$ cat src/hdl/ipc_map.vh
// Constants for the inrush peak capture sequencer
// Summary of operation
// Every sample checked against stored peaks
// Latest and highest sets, positive and negative
// Half-cycle peak above twice previous cycle
// New event overwrites latest peaks unconditionally
// Highest peaks survive new switching events
// Start key clears both peak sets
// Inrush entry selects 400A, disables autorange
// Up/down keys step range in inrush
// Inrush trigger source fires one trace
// Manual setting leaves relay to load switch
// Sequencer cycles relay, synchronised to supply
// Durations in cycles, 4 to 65535
// Phases measured from rising zero crossing
// Phase entry -999..999, stored 0..359
// Enter commits, cancel restores old value
// Digit key starts entry directly
// Phase reduced modulo 360, non-negative
// On/off intervals alternate, switch at phase
`ifndef IPC_MAP_VH
`define IPC_MAP_VH

`define IPC_RANGE_MAX   2'h3
`define IPC_RANGE_MIN   2'h0
`define IPC_DUR_MIN     17'h00004
`define IPC_DUR_MAX     17'h0ffff
`define IPC_DEG_FULL    10'h168
`define IPC_DEG_TWO     10'h2d0
`define IPC_DEG_TOP     9'h167
`define IPC_DEG_STEP    24'h000168
`define IPC_ON_RST      16'h0032
`define IPC_OFF_RST     16'h00fa
`define IPC_PH_RST      9'h000
`define IPC_FLD_ON_T    2'h0
`define IPC_FLD_OFF_T   2'h1
`define IPC_FLD_ON_PH   2'h2
`define IPC_FLD_OFF_PH  2'h3
`define IPC_DIG_DUR     3'h5
`define IPC_DIG_PH      3'h3

`endif

$ cat src/hdl/ipc_sequencer.v
// Inrush peak capture, re-trigger detection and relay sequencer
`timescale 1ns/10ps
`default_nettype none
`include "ipc_map.vh"

module ipc_sequencer
(
  input  wire               CORE_CLK,
  input  wire               RST_N,
  input  wire               SAMPLE_VALID,
  input  wire signed [15:0] SAMPLE,
  input  wire               ZC_RISE,
  input  wire               ZC_FALL,
  input  wire               START_KEY,
  input  wire               MODE_INRUSH,
  input  wire               RANGE_UP,
  input  wire               RANGE_DN,
  input  wire               TRIG_INRUSH,
  input  wire               LOAD_SEQ,
  input  wire               LOAD_SW,
  input  wire        [1:0]  FIELD_SEL,
  input  wire               KEY_DIGIT,
  input  wire        [3:0]  KEY_VAL,
  input  wire               KEY_MINUS,
  input  wire               KEY_ENTER,
  input  wire               KEY_CANCEL,
  output reg  signed [15:0] LAT_POS,
  output reg  signed [15:0] LAT_NEG,
  output reg  signed [15:0] HI_POS,
  output reg  signed [15:0] HI_NEG,
  output reg         [1:0]  RANGE_SEL,
  output reg                AUTO_RANGE_EN,
  output reg                TRACE_TRIG,
  output reg                RELAY_ON,
  output reg         [15:0] ON_CYCLES,
  output reg         [15:0] OFF_CYCLES,
  output reg         [8:0]  ON_PHASE,
  output reg         [8:0]  OFF_PHASE,
  output reg                ENTRY_ACTIVE
);

  localparam [4:0] S_IDLE   = 5'h01;
  localparam [4:0] S_ON_PH  = 5'h02;
  localparam [4:0] S_ON_CNT = 5'h04;
  localparam [4:0] S_OFF_PH = 5'h08;
  localparam [4:0] S_OFF_CN = 5'h10;

  reg        [15:0] hc_pk_q;
  reg        [15:0] h1_pk_q;
  reg        [15:0] prev_cyc_q;
  reg               trig_done_q;
  reg               mode_q;
  reg               ph_ok_q;
  reg        [23:0] per_cnt_q;
  reg        [23:0] period_q;
  reg        [23:0] acc_q;
  reg        [8:0]  deg_q;
  reg        [4:0]  state_q;
  reg        [4:0]  state_d;
  reg        [15:0] cyc_q;
  reg        [16:0] buf_q;
  reg               neg_q;
  reg        [2:0]  ndig_q;
  reg        [1:0]  fld_q;

  // Unsigned magnitude, so a full-scale negative sample cannot overflow
  wire        [15:0] mag     = SAMPLE[15] ? (~SAMPLE + 16'h0001) : SAMPLE;
  // Only a qualified sample may raise the half-cycle peak
  wire               hc_up   = SAMPLE_VALID & (mag > hc_pk_q);
  wire        [15:0] hc_new  = hc_up ? mag : hc_pk_q;
  wire               half_end = ZC_RISE | ZC_FALL;
  wire               retrig   = SAMPLE_VALID & ~trig_done_q &
                                ({1'b0, mag} > {prev_cyc_q, 1'b0});
  wire               seq_en   = MODE_INRUSH & LOAD_SEQ;
  wire               is_ph    = fld_q[1];
  wire        [23:0] acc_inc  = acc_q + `IPC_DEG_STEP;
  wire        [16:0] buf_x10  = {buf_q[13:0], 3'b000} + {buf_q[15:0], 1'b0};

  // Fold a 0..999 magnitude into 0..359, negatives wrapped upward
  function [8:0] reduce_phase;
    input [9:0] m;
    input       n;
    reg   [9:0] r;
    // Entries stop at 999, so two folds at most
    begin
      r = m;
      if (r >= `IPC_DEG_TWO)
        r = r - `IPC_DEG_TWO;
      else if (r >= `IPC_DEG_FULL)
        r = r - `IPC_DEG_FULL;
      if (n && (r != 10'h000))
        r = `IPC_DEG_FULL - r;
      reduce_phase = r[8:0];
    end
  endfunction

  // Peak accumulators and re-trigger detector
  always @(posedge CORE_CLK or negedge RST_N)
  begin
    if (!RST_N)
    begin
      LAT_POS     <= 16'h0000;
      LAT_NEG     <= 16'h0000;
      HI_POS      <= 16'h0000;
      HI_NEG      <= 16'h0000;
      hc_pk_q     <= 16'h0000;
      h1_pk_q     <= 16'h0000;
      prev_cyc_q  <= 16'hffff;
      trig_done_q <= 1'b0;
      TRACE_TRIG  <= 1'b0;
    end
    else
    begin
      // Trace pulse follows the cycle that captured the new peak
      TRACE_TRIG <= retrig & TRIG_INRUSH & MODE_INRUSH;
      if (half_end)
      begin
        // Cycle before the new half: the two halves just finished
        prev_cyc_q  <= (h1_pk_q > hc_new) ? h1_pk_q : hc_new;
        h1_pk_q     <= hc_new;
        hc_pk_q     <= 16'h0000;
        // A boundary sample that fired still counts for the new half
        trig_done_q <= retrig;
      end
      else if (SAMPLE_VALID)
      begin
        hc_pk_q <= hc_new;
        if (retrig)
          trig_done_q <= 1'b1;
      end
      if (START_KEY)
      begin
        LAT_POS <= 16'h0000;
        LAT_NEG <= 16'h0000;
        HI_POS  <= 16'h0000;
        HI_NEG  <= 16'h0000;
      end
      else if (SAMPLE_VALID)
      begin
        if (retrig)
        begin
          // Previous latest discarded even if larger
          LAT_POS <= SAMPLE[15] ? 16'h0000 : SAMPLE;
          LAT_NEG <= SAMPLE[15] ? SAMPLE : 16'h0000;
        end
        else
        begin
          if (SAMPLE > LAT_POS)
            LAT_POS <= SAMPLE;
          if (SAMPLE < LAT_NEG)
            LAT_NEG <= SAMPLE;
        end
        // Highest set is raised here and cleared only by the start key, never reset by events
        if (SAMPLE > HI_POS)
          HI_POS <= SAMPLE;
        if (SAMPLE < HI_NEG)
          HI_NEG <= SAMPLE;
      end
    end
  end

  // Current range control
  always @(posedge CORE_CLK or negedge RST_N)
  begin
    if (!RST_N)
    begin
      mode_q        <= 1'b0;
      RANGE_SEL     <= `IPC_RANGE_MAX;
      AUTO_RANGE_EN <= 1'b1;
    end
    else
    begin
      mode_q        <= MODE_INRUSH;
      AUTO_RANGE_EN <= ~MODE_INRUSH;
      if (MODE_INRUSH && !mode_q)
        RANGE_SEL <= `IPC_RANGE_MAX;
      // Up means more sensitive, a lower range index
      else if (MODE_INRUSH && RANGE_UP && (RANGE_SEL != `IPC_RANGE_MIN))
        RANGE_SEL <= RANGE_SEL - 2'h1;
      else if (MODE_INRUSH && RANGE_DN && (RANGE_SEL != `IPC_RANGE_MAX))
        RANGE_SEL <= RANGE_SEL + 2'h1;
    end
  end

  // Supply phase in whole degrees, restarted on each rising crossing
  always @(posedge CORE_CLK or negedge RST_N)
  begin
    if (!RST_N)
    begin
      per_cnt_q <= 24'h000000;
      period_q  <= 24'hffffff;
      acc_q     <= 24'h000000;
      deg_q     <= 9'h000;
      ph_ok_q   <= 1'b0;
    end
    else if (ZC_RISE)
    begin
      per_cnt_q <= 24'h000001;
      period_q  <= per_cnt_q;
      // Degrees are trusted only once a whole period has been timed
      ph_ok_q   <= (period_q != 24'hffffff);
      acc_q     <= 24'h000000;
      deg_q     <= 9'h000;
    end
    else
    begin
      if (per_cnt_q != 24'hffffff)
        per_cnt_q <= per_cnt_q + 24'h000001;
      // Fractional divider avoids a hardware divide by the period
      // At most one degree per clock: the period must be at least 360 clocks
      if (acc_inc >= period_q)
      begin
        acc_q <= acc_inc - period_q;
        if (deg_q != `IPC_DEG_TOP)
          deg_q <= deg_q + 9'h001;
      end
      else
        acc_q <= acc_inc;
    end
  end

  // Relay sequencer
  always @*
  begin
    state_d = state_q;
    case (state_q)
      // No switching until the supply phase is known
      S_IDLE:
        if (seq_en && ph_ok_q)
          state_d = S_ON_PH;
      S_ON_PH:
        if (deg_q == ON_PHASE)
          state_d = S_ON_CNT;
      S_ON_CNT:
        if (ZC_RISE && (cyc_q == 16'h0001))
          state_d = S_OFF_PH;
      S_OFF_PH:
        if (deg_q == OFF_PHASE)
          state_d = S_OFF_CN;
      S_OFF_CN:
        if (ZC_RISE && (cyc_q == 16'h0001))
          state_d = S_ON_PH;
      default:
        state_d = S_IDLE;
    endcase
    if (!seq_en)
      state_d = S_IDLE;
  end

  always @(posedge CORE_CLK or negedge RST_N)
  begin
    if (!RST_N)
    begin
      state_q  <= S_IDLE;
      cyc_q    <= 16'h0000;
      RELAY_ON <= 1'b0;
    end
    else
    begin
      state_q <= state_d;
      // Counts load at the phase match, so edits apply from the next interval
      if ((state_q == S_ON_PH) && (state_d == S_ON_CNT))
        cyc_q <= ON_CYCLES;
      else if ((state_q == S_OFF_PH) && (state_d == S_OFF_CN))
        cyc_q <= OFF_CYCLES;
      else if (ZC_RISE && (cyc_q != 16'h0000))
        cyc_q <= cyc_q - 16'h0001;
      // Manual setting: the relay only mirrors the panel or load switch
      if (!seq_en)
        RELAY_ON <= LOAD_SW;
      else
        RELAY_ON <= (state_d == S_ON_CNT) || (state_d == S_OFF_PH);
    end
  end

  // Numeric entry for durations and phases
  always @(posedge CORE_CLK or negedge RST_N)
  begin
    if (!RST_N)
    begin
      ENTRY_ACTIVE <= 1'b0;
      buf_q        <= 17'h00000;
      neg_q        <= 1'b0;
      ndig_q       <= 3'h0;
      fld_q        <= `IPC_FLD_ON_T;
      ON_CYCLES    <= `IPC_ON_RST;
      OFF_CYCLES   <= `IPC_OFF_RST;
      ON_PHASE     <= `IPC_PH_RST;
      OFF_PHASE    <= `IPC_PH_RST;
    end
    // Cancel beats enter; stored settings are never touched by it
    else if (KEY_CANCEL)
      ENTRY_ACTIVE <= 1'b0;
    else if (KEY_ENTER && ENTRY_ACTIVE)
    begin
      ENTRY_ACTIVE <= 1'b0;
      // Out-of-range durations are refused, old value kept
      if (!is_ph && (buf_q >= `IPC_DUR_MIN) && (buf_q <= `IPC_DUR_MAX))
      begin
        if (fld_q == `IPC_FLD_ON_T)
          ON_CYCLES <= buf_q[15:0];
        else
          OFF_CYCLES <= buf_q[15:0];
      end
      else if (is_ph && (fld_q == `IPC_FLD_ON_PH))
        ON_PHASE <= reduce_phase(buf_q[9:0], neg_q);
      else if (is_ph)
        OFF_PHASE <= reduce_phase(buf_q[9:0], neg_q);
    end
    else if (KEY_DIGIT && (KEY_VAL <= 4'h9))
    begin
      if (!ENTRY_ACTIVE)
      begin
        // Field latched here; later selector moves only gate the minus key
        ENTRY_ACTIVE <= 1'b1;
        fld_q        <= FIELD_SEL;
        neg_q        <= 1'b0;
        buf_q        <= {13'h0000, KEY_VAL};
        ndig_q       <= 3'h1;
      end
      else if (ndig_q < (is_ph ? `IPC_DIG_PH : `IPC_DIG_DUR))
      begin
        buf_q  <= buf_x10 + {13'h0000, KEY_VAL};
        ndig_q <= ndig_q + 3'h1;
      end
    end
    else if (KEY_MINUS && FIELD_SEL[1])
    begin
      if (!ENTRY_ACTIVE)
      begin
        ENTRY_ACTIVE <= 1'b1;
        fld_q        <= FIELD_SEL;
        neg_q        <= 1'b1;
        buf_q        <= 17'h00000;
        ndig_q       <= 3'h0;
      end
      else if (is_ph)
        neg_q <= ~neg_q;
    end
  end

endmodule
`default_nettype wire

$ cat config.mk
export PLATFORM = sky130hd
export DESIGN_NAME = ipc_sequencer
export DESIGN_NICKNAME = d
export VERILOG_FILES = /design/src/hdl/ipc_sequencer.v
export VERILOG_INCLUDE_DIRS = /design/src /design/src/hdl
export SDC_FILE = /design/constraint.sdc
export NUM_CORES = 1
export LEC_CHECK = 0
export ABC_AREA = 1
export BUFFER_PORTS_ARGS = -buffer_cell sky130_fd_sc_hd__buf_2
export CAP_MARGIN = 30
export CORE_MARGIN = 10
export CORE_UTILIZATION = 30
export DETAILED_ROUTE_END_ITERATION = 10
export GPL_TIMING_DRIVEN = 1
export PLACE_DENSITY = 0.48
export SLEW_MARGIN = 20
export SYNTH_ARGS = -nofsm -noshare
export SYNTH_HDL_FRONTEND = slang
export SYNTH_SLANG_ARGS = --single-unit
export TNS_END_PERCENT = 20
$ cat constraint.sdc
create_clock -name CORE_CLK -period 9.1 [get_ports CORE_CLK]
set_input_delay 0 -clock CORE_CLK [delete_from_list [all_inputs] [get_ports CORE_CLK]]
set_output_delay 0 -clock CORE_CLK [all_outputs]
set_load 0.01 [all_outputs]
==> results.sh <==
export IMPL_yosys_top_cells_area="dfrtp_1 (30%), nand2_1 (14%), ha_1 (11%), dfstp_2 (6.8%), inv_1 (6.4%)"
export IMPL_tightest_slew_ns=0.950
export IMPL_routed_wirelength_mm=63.7
export IMPL_synthDistinctLibCells=56
export IMPL_grt_max_degree=142
export IMPL_period_share_pct=63.5
export IMPL_numCtsBuffers=41
export IMPL_status="completed"
export IMPL_cts_resized=0
export IMPL_routedWlPerCell_um=16.6
export IMPL_synthFlopType="dfrtp_1"
export IMPL_fmax_mhz=173
export IMPL_async_reset_ff_share_pct=100
export IMPL_power_leakage_nw=12.0
export IMPL_htree_levels=2
export IMPL_grt_pass1_vias=18700
export IMPL_ios=158
export IMPL_hold_end="HI_NEG[4]"
export IMPL_drive_gt1_share_pct=12.1
export IMPL_cp_required_ns=9.59
export IMPL_hpwl_mm=47.8
export IMPL_yosys_area_top_type="dfrtp_1"
export IMPL_dpl_cell_area_um2=22100
export IMPL_path_delay_family="simple AND/OR/NAND/NOR gates"
export IMPL_route_antenna_remaining_nets=0
export IMPL_path_depth=27
export IMPL_grt_overflow_total=0
export IMPL_clkTransAtPathRegs_ns=0.06
export IMPL_timing_slew_headroom_pct=36.7
export IMPL_worstSetupEndpointType="flip-flop"
export IMPL_reg2reg_setup_slack_ns=4.40
export IMPL_hold_buffers=38
export IMPL_ff2ff_path_depth=24
export IMPL_die_area_um2=79300
export IMPL_pre_cts_slack_ns=3.25
export IMPL_slowest_stage="nand2_1"
export IMPL_insertion_delay_ns=0.58
export IMPL_rsz0062_at_grt="no"
export IMPL_num_rows=95
export IMPL_cp_max_fo=17
export IMPL_dp_cells=3717
export IMPL_die_x_um=282
export IMPL_start_kind="primary input"
export IMPL_hold_viol_final=0
export IMPL_io_buffers=157
export IMPL_dr_pass1_iters=7
export IMPL_core_um2=67500
export IMPL_grt_antenna_before_repair=0
export IMPL_path_class="primary input to flip-flop"
export IMPL_grt_usage_pct=16.1
export IMPL_ys_ff_latch=296
export IMPL_whs_ns=0.0516
export IMPL_min_path_type="primary input to flip-flop"
export IMPL_start_util_pct=30.4
export IMPL_power_density_nw_per_um2=249
export IMPL_fin_nets=3151
export IMPL_hold_start="SAMPLE[4]"
export IMPL_mostFrequentLayoutCells="nand2_1 (740), inv_1 (351), dfrtp_1 (243)"
export IMPL_postLayoutCoreUtil_pct=35.6
export IMPL_synth_cells=2759
export IMPL_grt_pass1_wl_mm=103
export IMPL_synth_edf_count=0
export IMPL_r2r_start="hc_pk_q[3]"
export IMPL_synth_seq_area_share_pct=36.4
export IMPL_totalPowerFinal_mw=5.99
export IMPL_syn_nets=2980
export IMPL_cp_buffers_inverters=5
export IMPL_via_per_inst=4.87
export IMPL_hold_depth=5
export IMPL_setup_ws_ns=3.32
export IMPL_die_h_um=282
export IMPL_cts_max_path_buffers=3
export IMPL_numClockSinks=296
export IMPL_layout_cells_non_filler=3836
export IMPL_max_stage_delay_ns=0.63
export IMPL_finalSetupViolations=0
export IMPL_tritoncts="built"
export IMPL_drv_slew=0
export IMPL_final_cell_area_um2=24000
export IMPL_mostFrequentLayoutCell="nand2_1"
export IMPL_peakVddDrop_uv=147
export IMPL_netlist_area_leader_share_pct=29.6
export IMPL_antennaDiodeCount=0
export IMPL_vias=18700
export IMPL_syn_avg_cell_area_um2=7.44
export IMPL_maxCapViolations=0
export IMPL_area_growth_pct=17.1
export IMPL_gp_congestion=0.860
export IMPL_timing_rr_end="prev_cyc_q[0]"
export IMPL_ys_warn_count=0
export IMPL_period_needed_ns=5.78
export IMPL_remaining_drc_errors=0
export IMPL_fin_skew_ns=0.0508
export IMPL_finalSetupTns_ns=0
export IMPL_drt_iter0_markers=1165
export IMPL_netlist_area_um2=20500
export IMPL_postCtsSetupRepairBufs=0
export IMPL_crit_path_frequent_cell="nand2_1"
export IMPL_cp_arrival_ns=6.28
export IMPL_clockRootBuffer="clkbuf_16"
[per-layer routing]
layer  GRT usage, %  share of wire, %  routed length [um]
met2           26.2                46               29200
met1           21.6                47               30200
met3           2.90               4.4                2790
met4           4.40               2.4                1530
met5              0                 0                   0
[cells in the mapped netlist (all sizes together) (47+ instances only)]
library cell / instances
xor2: 55
nand2: 753
nor2: 154
inv: 359
nand4: 85
nand3: 196
dfrtp: 243
a21oi: 135
ha: 180
clkbuf: 49
nor3: 47
dfstp: 53
o21ai: 212
[state kept, by name (all words and copies together) (netlist names), 2 cells and up]
signal      cells
hc_pk_q        16
buf_q          17
cyc_q          16
per_cnt_q      24
ndig_q          3
h1_pk_q        16
OFF_CYCLES     16
deg_q           9
ON_CYCLES      16
HI_POS         16
fld_q           2
period_q       24
OFF_PHASE       9
prev_cyc_q     16
HI_NEG         16
ON_PHASE        9
RANGE_SEL       2
LAT_NEG        16
acc_q          24
state_q         5
LAT_POS        16
[cell type report]
cell class | count | area, um^2
fill | 7097 | 43500
multi-input combinational | 2019 | 11300
sequential | 296 | 7470
timing repair buffer | 209 | 1370
inverter | 363 | 1370
clock buffer | 60 | 1210
tap | 873 | 1090
clock inverter | 16 | 224
[worst max-delay path by stage]
stage,end,startpoint,slack (ns)
finish,prev_cyc_q[0],SAMPLE[0],3.32
global route,prev_cyc_q[0],SAMPLE[0],2.52
CTS,prev_cyc_q[0],SAMPLE[0],2.95
detailed placement,prev_cyc_q[12],SAMPLE[0],3.25
global placement,prev_cyc_q[15],SAMPLE[0],3.34
floorplan,prev_cyc_q[12],SAMPLE[0],5.05
[worst register-to-register path, stage by stage (launching register included)]
cell and delay, ns:
dfrtp_1 0.36, inv_1 0.05, ha_1 0.29, nand2_1 0.07, o21bai_1 0.15, a21oi_1 0.13
nor2_1 0.05, o21ai_0 0.15, nand2_1 0.07, nand2_1 0.38, nand2_1 0.55, nand2_1 0.20
and2_1 0.19, ha_1 0.25, a21oi_1 0.15, o21ai_0 0.11, nand2_1 0.07, o211ai_1 0.08
nand2_1 0.07, nand2_1 0.04, nand2_1 0.40, nand3_1 0.15, nand3_1 0.09, nand2_1 0.05
dlygate4sd3_1 0.55
[kinds of logic after synthesis]
logic type	after synthesis	synth area share (%)
and+or+nand+nor	1330	28.7
buffers and inverters	444	8.61
AOI/OAI and AO/OA	417	11.2
DFF	296	36.4
adders and majority gates	183	11.3
xor gates and xnor gates	89	3.80
[power by group]
group | internal, mW | leakage, nW | switching, mW
clock network | 1.04 | 0.693 | 0.662
registers | 1.61 | 3.79 | 0.269
logic | 0.895 | 7.47 | 1.51
(Power assumes the default switching activity.)
